<file path="config.mk">
export PLATFORM = sky130hd
export DESIGN_NAME = plp_port_policer
export DESIGN_NICKNAME = d
export VERILOG_FILES = /design/src/include/plp_pkg.sv /design/src/rtl/plp_port_policer.sv /design/src/rtl/plp_bucket.sv
export SDC_FILE = /design/constraint.sdc
export NUM_CORES = 2
export LEC_CHECK = 0
export ABC_AREA = 1
export CAP_MARGIN = 20
export CELL_PAD_IN_SITES_DETAIL_PLACEMENT = 1
export CELL_PAD_IN_SITES_GLOBAL_PLACEMENT = 1
export CORE_MARGIN = 2
export CORE_UTILIZATION = 31
export CTS_CLUSTER_DIAMETER = 30
export DETAILED_ROUTE_END_ITERATION = 7
export DONT_BUFFER_PORTS = 1
export HOLD_SLACK_MARGIN = 0.08
export PLACE_DENSITY_LB_ADDON = 0.1
export RECOVER_POWER = 100
export SLEW_MARGIN = 0
export SYNTH_ARGS = -nofsm -noshare
export SYNTH_HDL_FRONTEND = slang
export SYNTH_HIERARCHICAL = 1
export SYNTH_SLANG_ARGS = --single-unit
</file>
<file path="constraint.sdc">
create_clock -name clk -period 6.5 [get_ports clk]
set_clock_uncertainty 0.1 [all_clocks]
set_input_delay 1.3 -clock clk [delete_from_list [all_inputs] [get_ports clk]]
set_output_delay 1.3 -clock clk [all_outputs]
set_load 0.05 [all_outputs]
</file>
<file path="src/include/plp_pkg.sv">
// Constants, register layout and carrier types of the port leaky bucket policer
package plp_pkg;

	// ----------------------------------------------------------------
	// Sizes
	// ----------------------------------------------------------------
	localparam int NPORT = 4;
	localparam int NSUB = 2;
	localparam int NPOL = NPORT * NSUB;
	localparam int PORT_W = 2;
	localparam int POL_W = 3;
	localparam int LEN_W = 14;
	localparam int RATE_W = 17;
	localparam int THR_W = 6;
	localparam int GAP_W = 7;
	localparam int FILL_W = 24;
	localparam int NSTK = 7;
	localparam int CFG_W = 29;
	localparam int GLB_W = 3;

	// ----------------------------------------------------------------
	// Register map
	// ----------------------------------------------------------------
	localparam logic [7:0] GLB_OFS = 8'h00;
	localparam int POL_SEL_BIT = 7;
	localparam int POL_IDX_LSB = 4;
	localparam logic [3:0] CFG_OFS = 4'h0;
	localparam logic [3:0] RATE_OFS = 4'h4;
	localparam logic [3:0] THR_OFS = 4'h8;
	localparam logic [3:0] STAT_OFS = 4'hc;
	localparam int THR_BURST_LSB = 0;
	localparam int THR_HYST_LSB = 8;
	localparam int STAT_PAUSE_BIT = 0;
	localparam int STAT_STK_LSB = 8;
	localparam int GLB_PAR_BIT = 0;
	localparam int GLB_PAUSE_BIT = 1;
	localparam int GLB_LPORT_BIT = 2;

	// ----------------------------------------------------------------
	// Reset values
	// ----------------------------------------------------------------
	localparam logic [CFG_W-1:0] CFG_RST = 29'h0;
	localparam logic [RATE_W-1:0] RATE_RST = 17'h0;
	localparam logic [THR_W-1:0] THR_RST = 6'h0;
	localparam logic [GLB_W-1:0] GLB_RST = 3'h0;

	// ----------------------------------------------------------------
	// Sticky flag positions
	// ----------------------------------------------------------------
	localparam int STK_PIPE = 0;
	localparam int STK_DPB = 1;
	localparam int STK_HDROP = 2;
	localparam int STK_FDROP = 3;
	localparam int STK_ACT = 4;
	localparam int STK_PIN = 5;
	localparam int STK_POUT = 6;

	// ----------------------------------------------------------------
	// Policing constants and timing
	// ----------------------------------------------------------------
	localparam int HOST_CLASS_BIT = 7;
	localparam logic [LEN_W-1:0] SHORT_ERR_LEN = 14'h0094;
	localparam int THR_UNIT_SH = 12;
	localparam int FRAME_CHARGE = 4096;
	localparam int CLK_MHZ = 100;
	localparam int TICK_NS = 1000;
	localparam int TICK_CYCLES = (TICK_NS * CLK_MHZ + 999) / 1000;
	localparam int TICK_W = 7;

	// ----------------------------------------------------------------
	// Carrier types
	// ----------------------------------------------------------------
	typedef struct packed {
		logic [GAP_W-1:0] gap_adjust;
		logic [1:0] precedence_bypass_level;
		logic pause_instead_of_drop;
		logic limit_host_bound_traffic;
		logic limit_front_port_traffic;
		logic count_frames_not_bytes;
		logic [7:0] host_queue_exempt_mask;
		logic [7:0] class_mask;
	} plp_cfg_t;

	typedef struct packed {
		logic valid;
		logic [PORT_W-1:0] port;
		logic [PORT_W-1:0] lport;
		logic [LEN_W-1:0] len;
		logic [2:0] tclass;
		logic to_host;
		logic [2:0] host_q;
		logic to_front;
		logic [1:0] drop_precedence;
		logic pipe_bypass;
		logic mac_err;
		logic mac_ctrl;
	} plp_frame_t;

	typedef struct packed {
		logic valid;
		logic drop;
		logic [PORT_W-1:0] port;
	} plp_verdict_t;

	typedef struct packed {
		logic valid;
		logic [PORT_W-1:0] port;
	} plp_stat_t;

endpackage

</file>
<file path="src/rtl/plp_port_policer.sv">
// Per-port ingress policer with register port, verdicts and pause requests
`timescale 1ns/100ps

// How it works
// - Eight-bit class mask per policer chooses which traffic classes it polices.
// - One bit per policer counts frames instead of bytes.
// - MAC control, pause and short errored frames are neither policed nor charged.
// - A policer acts only with a selected class and a nonzero 17-bit rate.
// - Six-bit burst threshold, counted in 4K steps.
// - Mask bit 7 selects host-bound traffic; a queue mask exempts host queues.
// - Separate enables limit host-bound and front-bound frames of a closed policer.
// - Serial mode: first dropping policer stops charging of later policers.
// - Parallel mode: each policer charges if open, drops if closed.
// - Seven-bit signed gap adjustment added to each frame length.
// - Frames with precedence below the bypass level are not policed.
// - A closed dropping policer discards the whole frame, host copy included.
// - With pause mode a closed policer requests pause instead of dropping.
// - Six-bit hysteresis sets how far the fill must fall before reopening.
// - Each policer shows its current pause state in a readable bit.
// - Same hysteresis delays reopening in drop mode too.
// - Global bit selects logical instead of physical port as policer index.
// - Dropped frames raise a statistics event with the ingress port.
// - Sticky flags for pipeline bypass and precedence bypass.
// - Sticky flags for host-bound drops and front-bound drops.
// - Sticky flags for active-and-open, pause entry and pause exit.
module plp_port_policer (
	input logic clk,
	input logic resetn,
	input logic [7:0] reg_addr,
	input logic [31:0] reg_wdata,
	input logic reg_we,
	input logic reg_re,
	output logic [31:0] reg_rdata,
	input plp_pkg::plp_frame_t frame_in,
	output plp_pkg::plp_verdict_t verdict,
	output plp_pkg::plp_stat_t stat_ev,
	output logic [plp_pkg::NPORT-1:0] pause_req
);

	plp_pkg::plp_cfg_t cfg_q [plp_pkg::NPOL];
	plp_pkg::plp_cfg_t cfg_d [plp_pkg::NPOL];
	logic [plp_pkg::RATE_W-1:0] rate_q [plp_pkg::NPOL];
	logic [plp_pkg::RATE_W-1:0] rate_d [plp_pkg::NPOL];
	logic [plp_pkg::THR_W-1:0] burst_q [plp_pkg::NPOL];
	logic [plp_pkg::THR_W-1:0] burst_d [plp_pkg::NPOL];
	logic [plp_pkg::THR_W-1:0] hyst_q [plp_pkg::NPOL];
	logic [plp_pkg::THR_W-1:0] hyst_d [plp_pkg::NPOL];
	logic [plp_pkg::NSTK-1:0] stk_q [plp_pkg::NPOL];
	logic [plp_pkg::NSTK-1:0] stk_d [plp_pkg::NPOL];
	logic [plp_pkg::NSTK-1:0] stk_set [plp_pkg::NPOL];
	logic [plp_pkg::FILL_W-1:0] charge_amt [plp_pkg::NPOL];
	logic [plp_pkg::NPOL-1:0] pause_prev_q, pause_prev_d;
	logic [plp_pkg::NPOL-1:0] pause_now, closed, charge;
	logic [plp_pkg::GLB_W-1:0] glb_q, glb_d;
	logic [31:0] rdata_q, rdata_d;
	plp_pkg::plp_verdict_t verdict_q, verdict_d;
	plp_pkg::plp_stat_t stat_q, stat_d;
	logic [plp_pkg::NPORT-1:0] pause_req_q, pause_req_d;
	logic [plp_pkg::TICK_W-1:0] tick_cnt_q, tick_cnt_d;
	logic tick_q, tick_d;
	logic pol_hit;
	logic [plp_pkg::POL_W-1:0] pol_idx;
	logic [3:0] pol_ofs;

	// ----------------------------------------------------------------
	// Address decode
	// ----------------------------------------------------------------
	assign pol_hit = reg_addr[plp_pkg::POL_SEL_BIT];
	assign pol_idx = reg_addr[plp_pkg::POL_SEL_BIT-1:plp_pkg::POL_IDX_LSB];
	assign pol_ofs = reg_addr[plp_pkg::POL_IDX_LSB-1:0];

	// ----------------------------------------------------------------
	// Configuration registers
	// ----------------------------------------------------------------
	always_comb begin
		glb_d = glb_q;
		if (reg_we && !pol_hit && reg_addr == plp_pkg::GLB_OFS) begin
			glb_d = reg_wdata[plp_pkg::GLB_W-1:0];
		end
		for (int p = 0; p < plp_pkg::NPOL; p++) begin
			cfg_d[p] = cfg_q[p];
			rate_d[p] = rate_q[p];
			burst_d[p] = burst_q[p];
			hyst_d[p] = hyst_q[p];
			if (reg_we && pol_hit && pol_idx == plp_pkg::POL_W'(p)) begin
				case (pol_ofs)
					plp_pkg::CFG_OFS: begin
						cfg_d[p] = plp_pkg::plp_cfg_t'(reg_wdata[plp_pkg::CFG_W-1:0]);
					end
					plp_pkg::RATE_OFS: begin
						rate_d[p] = reg_wdata[plp_pkg::RATE_W-1:0];
					end
					plp_pkg::THR_OFS: begin
						burst_d[p] = reg_wdata[plp_pkg::THR_BURST_LSB +: plp_pkg::THR_W];
						hyst_d[p] = reg_wdata[plp_pkg::THR_HYST_LSB +: plp_pkg::THR_W];
					end
					default: begin
					end
				endcase
			end
		end
	end

	// ----------------------------------------------------------------
	// Read data, valid only in the cycle after the strobe
	// ----------------------------------------------------------------
	always_comb begin
		rdata_d = '0;
		if (reg_re) begin
			if (!pol_hit) begin
				if (reg_addr == plp_pkg::GLB_OFS) begin
					rdata_d = 32'(glb_q);
				end
			end else begin
				case (pol_ofs)
					plp_pkg::CFG_OFS: begin
						rdata_d = 32'(cfg_q[pol_idx]);
					end
					plp_pkg::RATE_OFS: begin
						rdata_d = 32'(rate_q[pol_idx]);
					end
					plp_pkg::THR_OFS: begin
						rdata_d[plp_pkg::THR_BURST_LSB +: plp_pkg::THR_W] = burst_q[pol_idx];
						rdata_d[plp_pkg::THR_HYST_LSB +: plp_pkg::THR_W] = hyst_q[pol_idx];
					end
					plp_pkg::STAT_OFS: begin
						rdata_d[plp_pkg::STAT_PAUSE_BIT] = pause_now[pol_idx];
						rdata_d[plp_pkg::STAT_STK_LSB +: plp_pkg::NSTK] = stk_q[pol_idx];
					end
					default: begin
					end
				endcase
			end
		end
	end

	// ----------------------------------------------------------------
	// Drain tick, one pulse per microsecond
	// ----------------------------------------------------------------
	always_comb begin
		tick_d = (tick_cnt_q == plp_pkg::TICK_W'(plp_pkg::TICK_CYCLES - 1));
		tick_cnt_d = tick_d ? '0 : tick_cnt_q + 1'b1;
	end

	// ----------------------------------------------------------------
	// Buckets
	// ----------------------------------------------------------------
	for (genvar g = 0; g < plp_pkg::NPOL; g++) begin : g_bkt
		plp_bucket u_bkt (
			.clk(clk),
			.resetn(resetn),
			.tick(tick_q),
			.rate(rate_q[g]),
			.burst(burst_q[g]),
			.hyst(hyst_q[g]),
			.charge(charge[g]),
			.amount(charge_amt[g]),
			.closed(closed[g])
		);
		// closed pause-mode policer asks for pause
		assign pause_now[g] = closed[g] & cfg_q[g].pause_instead_of_drop;
	end

	// ----------------------------------------------------------------
	// Frame evaluation
	// ----------------------------------------------------------------
	always_comb begin
		logic elig;
		logic blocked;
		logic sel;
		logic byp_dp;
		logic act;
		logic eval;
		logic aff_h;
		logic aff_f;
		logic dropk;
		logic drop_any;
		logic [plp_pkg::PORT_W-1:0] idx;
		int amt;
		elig = 1'b0;
		blocked = 1'b0;
		sel = 1'b0;
		byp_dp = 1'b0;
		act = 1'b0;
		eval = 1'b0;
		aff_h = 1'b0;
		aff_f = 1'b0;
		dropk = 1'b0;
		drop_any = 1'b0;
		idx = '0;
		amt = 0;
		charge = '0;
		// only frames the MAC passes on
		elig = frame_in.valid && !frame_in.mac_ctrl
			&& !(frame_in.mac_err && frame_in.len < plp_pkg::SHORT_ERR_LEN);
		idx = glb_q[plp_pkg::GLB_LPORT_BIT] ? frame_in.lport : frame_in.port;
		for (int p = 0; p < plp_pkg::NPOL; p++) begin
			stk_set[p] = '0;
			// class selection, host class bit, rate configured
			sel = elig && (p / plp_pkg::NSUB == int'(idx)) && rate_q[p] != '0
				&& (cfg_q[p].class_mask[frame_in.tclass]
				|| (frame_in.to_host && cfg_q[p].class_mask[plp_pkg::HOST_CLASS_BIT]));
			byp_dp = frame_in.drop_precedence < cfg_q[p].precedence_bypass_level;
			act = sel && !frame_in.pipe_bypass && !byp_dp;
			stk_set[p][plp_pkg::STK_PIPE] = sel && frame_in.pipe_bypass;
			stk_set[p][plp_pkg::STK_DPB] = sel && !frame_in.pipe_bypass && byp_dp;
			aff_h = frame_in.to_host && cfg_q[p].limit_host_bound_traffic
				&& !cfg_q[p].host_queue_exempt_mask[frame_in.host_q];
			aff_f = frame_in.to_front && cfg_q[p].limit_front_port_traffic;
			// serial stops after a drop, parallel evaluates all
			eval = act && (glb_q[plp_pkg::GLB_PAR_BIT] || !blocked);
			charge[p] = eval && !closed[p];
			// closed drop-mode policer discards, pause mode never drops
			dropk = eval && closed[p] && !cfg_q[p].pause_instead_of_drop && (aff_h || aff_f);
			blocked = blocked | dropk;
			drop_any = drop_any | dropk;
			stk_set[p][plp_pkg::STK_HDROP] = dropk && aff_h;
			stk_set[p][plp_pkg::STK_FDROP] = dropk && aff_f;
			stk_set[p][plp_pkg::STK_ACT] = eval && !closed[p];
			stk_set[p][plp_pkg::STK_PIN] = pause_now[p] && !pause_prev_q[p];
			stk_set[p][plp_pkg::STK_POUT] = !pause_now[p] && pause_prev_q[p];
			// frame or byte charge, gap adjustment
			if (cfg_q[p].count_frames_not_bytes) begin
				amt = plp_pkg::FRAME_CHARGE;
			end else begin
				amt = int'(frame_in.len) + int'($signed(cfg_q[p].gap_adjust));
				if (amt < 0) begin
					amt = 0;
				end
			end
			charge_amt[p] = plp_pkg::FILL_W'(amt);
		end
		verdict_d.valid = frame_in.valid;
		verdict_d.drop = drop_any;
		verdict_d.port = frame_in.port;
		// statistics event on the ingress port
		stat_d.valid = drop_any;
		stat_d.port = frame_in.port;
	end

	// ----------------------------------------------------------------
	// Sticky flags and pause output
	// ----------------------------------------------------------------
	always_comb begin
		logic [plp_pkg::NSTK-1:0] clr;
		clr = '0;
		pause_req_d = '0;
		pause_prev_d = pause_now;
		for (int p = 0; p < plp_pkg::NPOL; p++) begin
			clr = '0;
			if (reg_we && pol_hit && pol_idx == plp_pkg::POL_W'(p)
				&& pol_ofs == plp_pkg::STAT_OFS) begin
				clr = reg_wdata[plp_pkg::STAT_STK_LSB +: plp_pkg::NSTK];
			end
			// write one clears, new event wins
			stk_d[p] = (stk_q[p] & ~clr) | stk_set[p];
			// global enable gates pause toward the MAC
			if (pause_now[p] && glb_q[plp_pkg::GLB_PAUSE_BIT]) begin
				pause_req_d[p / plp_pkg::NSUB] = 1'b1;
			end
		end
	end

	// ----------------------------------------------------------------
	// Configuration state
	// ----------------------------------------------------------------
	always_ff @(posedge clk) begin
		if (!resetn) begin
			for (int p = 0; p < plp_pkg::NPOL; p++) begin
				cfg_q[p] <= plp_pkg::CFG_RST;
				rate_q[p] <= plp_pkg::RATE_RST;
				burst_q[p] <= plp_pkg::THR_RST;
				hyst_q[p] <= plp_pkg::THR_RST;
			end
			glb_q <= plp_pkg::GLB_RST;
		end else begin
			for (int p = 0; p < plp_pkg::NPOL; p++) begin
				cfg_q[p] <= cfg_d[p];
				rate_q[p] <= rate_d[p];
				burst_q[p] <= burst_d[p];
				hyst_q[p] <= hyst_d[p];
			end
			glb_q <= glb_d;
		end
	end

	// ----------------------------------------------------------------
	// Read data register
	// ----------------------------------------------------------------
	always_ff @(posedge clk) begin
		if (!resetn) begin
			rdata_q <= '0;
		end else begin
			rdata_q <= rdata_d;
		end
	end

	// ----------------------------------------------------------------
	// Drain tick divider
	// ----------------------------------------------------------------
	always_ff @(posedge clk) begin
		if (!resetn) begin
			tick_cnt_q <= '0;
			tick_q <= 1'b0;
		end else begin
			tick_cnt_q <= tick_cnt_d;
			tick_q <= tick_d;
		end
	end

	// ----------------------------------------------------------------
	// Verdict and statistics registers
	// ----------------------------------------------------------------
	always_ff @(posedge clk) begin
		if (!resetn) begin
			verdict_q <= '0;
			stat_q <= '0;
		end else begin
			verdict_q <= verdict_d;
			stat_q <= stat_d;
		end
	end

	// ----------------------------------------------------------------
	// Sticky and pause registers
	// ----------------------------------------------------------------
	always_ff @(posedge clk) begin
		if (!resetn) begin
			for (int p = 0; p < plp_pkg::NPOL; p++) begin
				stk_q[p] <= '0;
			end
			pause_prev_q <= '0;
			pause_req_q <= '0;
		end else begin
			for (int p = 0; p < plp_pkg::NPOL; p++) begin
				stk_q[p] <= stk_d[p];
			end
			pause_prev_q <= pause_prev_d;
			pause_req_q <= pause_req_d;
		end
	end

	// ----------------------------------------------------------------
	// Outputs
	// ----------------------------------------------------------------
	assign reg_rdata = rdata_q;
	assign verdict = verdict_q;
	assign stat_ev = stat_q;
	assign pause_req = pause_req_q;

endmodule

</file>
<file path="src/rtl/plp_bucket.sv">
// One leaky bucket with burst threshold and reopen hysteresis
`timescale 1ns/100ps
module plp_bucket (
	input logic clk,
	input logic resetn,
	input logic tick,
	input logic [plp_pkg::RATE_W-1:0] rate,
	input logic [plp_pkg::THR_W-1:0] burst,
	input logic [plp_pkg::THR_W-1:0] hyst,
	input logic charge,
	input logic [plp_pkg::FILL_W-1:0] amount,
	output logic closed
);

	logic [plp_pkg::FILL_W-1:0] fill_q, fill_d, lim, hgt, low;
	logic [plp_pkg::FILL_W:0] sum;
	logic closed_q, closed_d;

	// ----------------------------------------------------------------
	// Fill and open state
	// ----------------------------------------------------------------
	always_comb begin
		lim = plp_pkg::FILL_W'(burst) << plp_pkg::THR_UNIT_SH;
		hgt = plp_pkg::FILL_W'(hyst) << plp_pkg::THR_UNIT_SH;
		low = (lim > hgt) ? lim - hgt : '0;
		fill_d = fill_q;
		if (tick) begin
			fill_d = (fill_q > plp_pkg::FILL_W'(rate)) ? fill_q - plp_pkg::FILL_W'(rate) : '0;
		end
		sum = {1'b0, fill_d} + {1'b0, amount};
		if (charge) begin
			fill_d = sum[plp_pkg::FILL_W] ? '1 : sum[plp_pkg::FILL_W-1:0];
		end
		closed_d = closed_q;
		if (!closed_q && fill_d > lim) begin
			closed_d = 1'b1;
		end else if (closed_q && fill_d <= low) begin
			closed_d = 1'b0;
		end
	end

	always_ff @(posedge clk) begin
		if (!resetn) begin
			fill_q <= '0;
			closed_q <= 1'b0;
		end else begin
			fill_q <= fill_d;
			closed_q <= closed_d;
		end
	end

	assign closed = closed_q;

endmodule

</file>
==> run metrics <==
status=finished with violations; failing checks=max-capacitance violations, max-slew violations; GPL Wtd Cong=0.943; Max Clock Freq=roughly 0.16 GHz; Pins Over Slew Limit=858; Final TNS setup=0 ns; fin util=39.9%; DPL Wire Length=roughly 280000 µm; CTS tree=done; synth unique cells=75; Routed Antenna Nets=0; PwrDens=roughly 200 nW/µm²; initial antenna violation count=23; final setup margin=0.188 ns; Routed wire per std cell=between 20 and 25 µm; Worst Path Required=about 7 ns; I/O pins=119; worst path arrival time=just under 7 ns; all-layer global routing usage=about 30%; worst min path class=flip-flop to flip-flop; WL final=358000 µm; DIE AREA=roughly 230000 µm²; num rows=174; maxcap violations=15; total grt overflow=0; register area share after synthesis=22.1%; RSZ-0062 raised after global routing=yes; met2 GRT Util=47.5%; post-synthesis cell count=roughly 11000; DRC viols=0; grt met1 use=about 40%; Crit. End Element=flip-flop; PortBufs=0; Die Y-Extent=approximately 480 µm; Final Total Pwr=18.2 mW; Worst Path Max Fanout=48; leading cell type in the layout, fill and taps excluded=nand2_1; max_slew headroom=-141%; crit path from=reg_addr[5]; CTS clk-pin slew, worst paths=about 0.04 ns; met3 GRT Util=approximately 5%; Least-Margin Pin Slew=roughly 3.6 ns; crit start category=input pin; Critical path destination=reg_rdata[11]; multi-input combinational cell area=~50000 µm²; first-pass GRT wire length=between 500000 and 600000 µm; reg-to-reg endpoint=g_bkt[7].u_bkt/closed; Avg Cell Area, Syn=6.27 µm²; maximum vdd drop=between 0.2 and 0.25 mV; clock buffer count from CTS=between 200 and 250; Post-synth EDFFs=0; vias in the first global route=roughly 80000; cell area after synthesis=70400 µm²; DIE WIDTH=between 400 and 500 µm; Hold Vio Cnt, Final=0; Post-CTS Hold Fix Bufs=0; pre-CTS setup slack=-0.804 ns; deepest clock path buffer count=3; H-tree Lvls=4; Seq. cell area=~16000 µm²; CTS Root Buffer Type=clkbuf_16; FF+latch count, synth=between 700 and 800; Worst Hold Depth=1; Starting Density=31.3%; Top FF cell, synth=dfxtp_1; Final Cycle Share=a little over nine tenths; synth-to-layout area growth=27.7%; most frequent cells in the layout=nand2_1, nor2_1, inv_1, buf_4, a21oi_1; total number of vias=between 80000 and 90000; crit path time final=6.31 ns; Post-synth ARST share=0%; Synth Warn #=6; r2r setup slk=0.42 ns; clk sink count=between 700 and 800; core area=approximately 230000 µm²; layout cell share with drive strength beyond 1=between 15 and 20%; DR pass1 iterations=6; leakage power=around 45 nW; largest net degree at the start of global routing=approximately 500; final setup fails=0; fill cell count=~29000; critical path class=input pin to flip-flop; Clock Latency Late Sink=approximately 0.9 ns; FF-to-FF Start=cfg_q[7][22]; R2R cell count=43; Final nets=around 13000; gr busiest metal=met2; DR iter-0 viols=around 6200; vias per cell=5.27
## state kept, by name, indices dropped and copies added (netlist names)
name,cells
reg_rdata,29
stat_ev,3
cfg_q,232
g_bkt.u_bkt/closed,8
hyst_q,48
pause_req,4
tick_cnt_q,7
rate_q,136
g_bkt.u_bkt/fill_q,192
pause_prev_q,8
stk_q,56
burst_q,48
glb_q,3
tick_q,1
verdict,1
## cells in the mapped netlist (all sizes together) (39+ instances only)
cell | n | area share, %
nand2 | 2641 | 15
nor2 | 1598 | 9.4
inv | 1456 | 7.8
a21oi | 922 | 6.9
o21ai | 849 | 6.1
dfxtp | 776 | 22
nand3 | 740 | 5.8
ha | 649 | 12
clkbuf | 280 | 1.5
nand4 | 155 | 1.4
xor2 | 144 | 1.8
nor3 | 129 | 0.97
a22oi | 107 | 1.1
xnor2 | 103 | 1.3
buf | 78 | 0.70
o21bai | 69 | 0.76
o22ai | 66 | 0.59
or2 | 56 | 0.50
a211oi | 46 | 0.52
nand3b | 39 | 0.42
## where the power goes
part	total (mW)	internal, mW	switching, mW	leakage, nW
combinational	1.16	0.390	0.769	35.1
sequential	4.81	4.79	0.0255	6.25
clock	12.2	8.42	3.76	4.17
total	18.2	13.6	4.55	45.5
## worst max-delay path: stages
cell	delay, ns
nand2_2	0.33
clkinvlp_2	0.73
clkbuf_1	2.58
a22oi_1	0.36
nand3_1	0.30
nand3_1	0.13
a41oi_1	1.01
## metrics by stage
stage               hold WS (ns)  instances  area (µm²)
floorplan                  0.330      11300       70700
global placement           0.337      14900       80400
detailed placement         0.348      14900       80400
CTS                        0.357      15400       88900
global route               0.367      15400       89900
finish                     0.363      15400       90000
## cells by family (layout without fill, tap and decap cells)
kind of cell               after synthesis  count (layout)  share of synthesized area [%]
buffers and inverters                 1830            2941                           10.1
other                                    1              99                        0.00532
adders and majority gates              681             681                           12.4
DFF                                    776             776                           22.1
xor gates and xnor gates               247             247                           3.07
and+or+nand+nor                       5435            5435                           34.1
AOI/OAI and AO/OA                     2265            2265                           18.3
## worst min-delay path by stage
stage	startpoint	endpoint	slack, ns
2_1_floorplan	tick_cnt_q[0]	tick_cnt_q[0]	0.33
3_5_place_dp	pause_prev_q[1]	stk_q[1][5]	0.35
6_report	tick_cnt_q[0]	tick_cnt_q[0]	0.36
4_1_cts	pause_prev_q[1]	stk_q[1][5]	0.36
3_3_place_gp	pause_prev_q[6]	stk_q[6][5]	0.34
5_1_grt	pause_prev_q[1]	stk_q[1][5]	0.37
## area by class of cell
cell class | instances | share of cell area (%)
clock buffer | 329 | 7.64
sequential | 776 | 17.3
inverter | 1472 | 6.18
multi-input combinational | 8703 | 54.3
antenna | 24 | 0.0668
clock inverter | 116 | 1.80
tap | 2992 | 4.16
timing repair buffer | 1024 | 8.53
## repair_timing
| action | in CTS | in global routing |
|---|---|---|
| pin swaps | 0 | 123 |
| setup endpoints to repair | 1 | 8 |
| resized for setup | 1 | 254 |
| buffers inserted | 0 | 44 |
## per-layer routing
metal,share of wire (%),up-vias
met1,45,39500
met5,0.015,-
met4,4.3,8
met3,6.4,584
li1,-,39000
met2,44,2294
No activity file was read; power rests on OpenSTA's default activity.
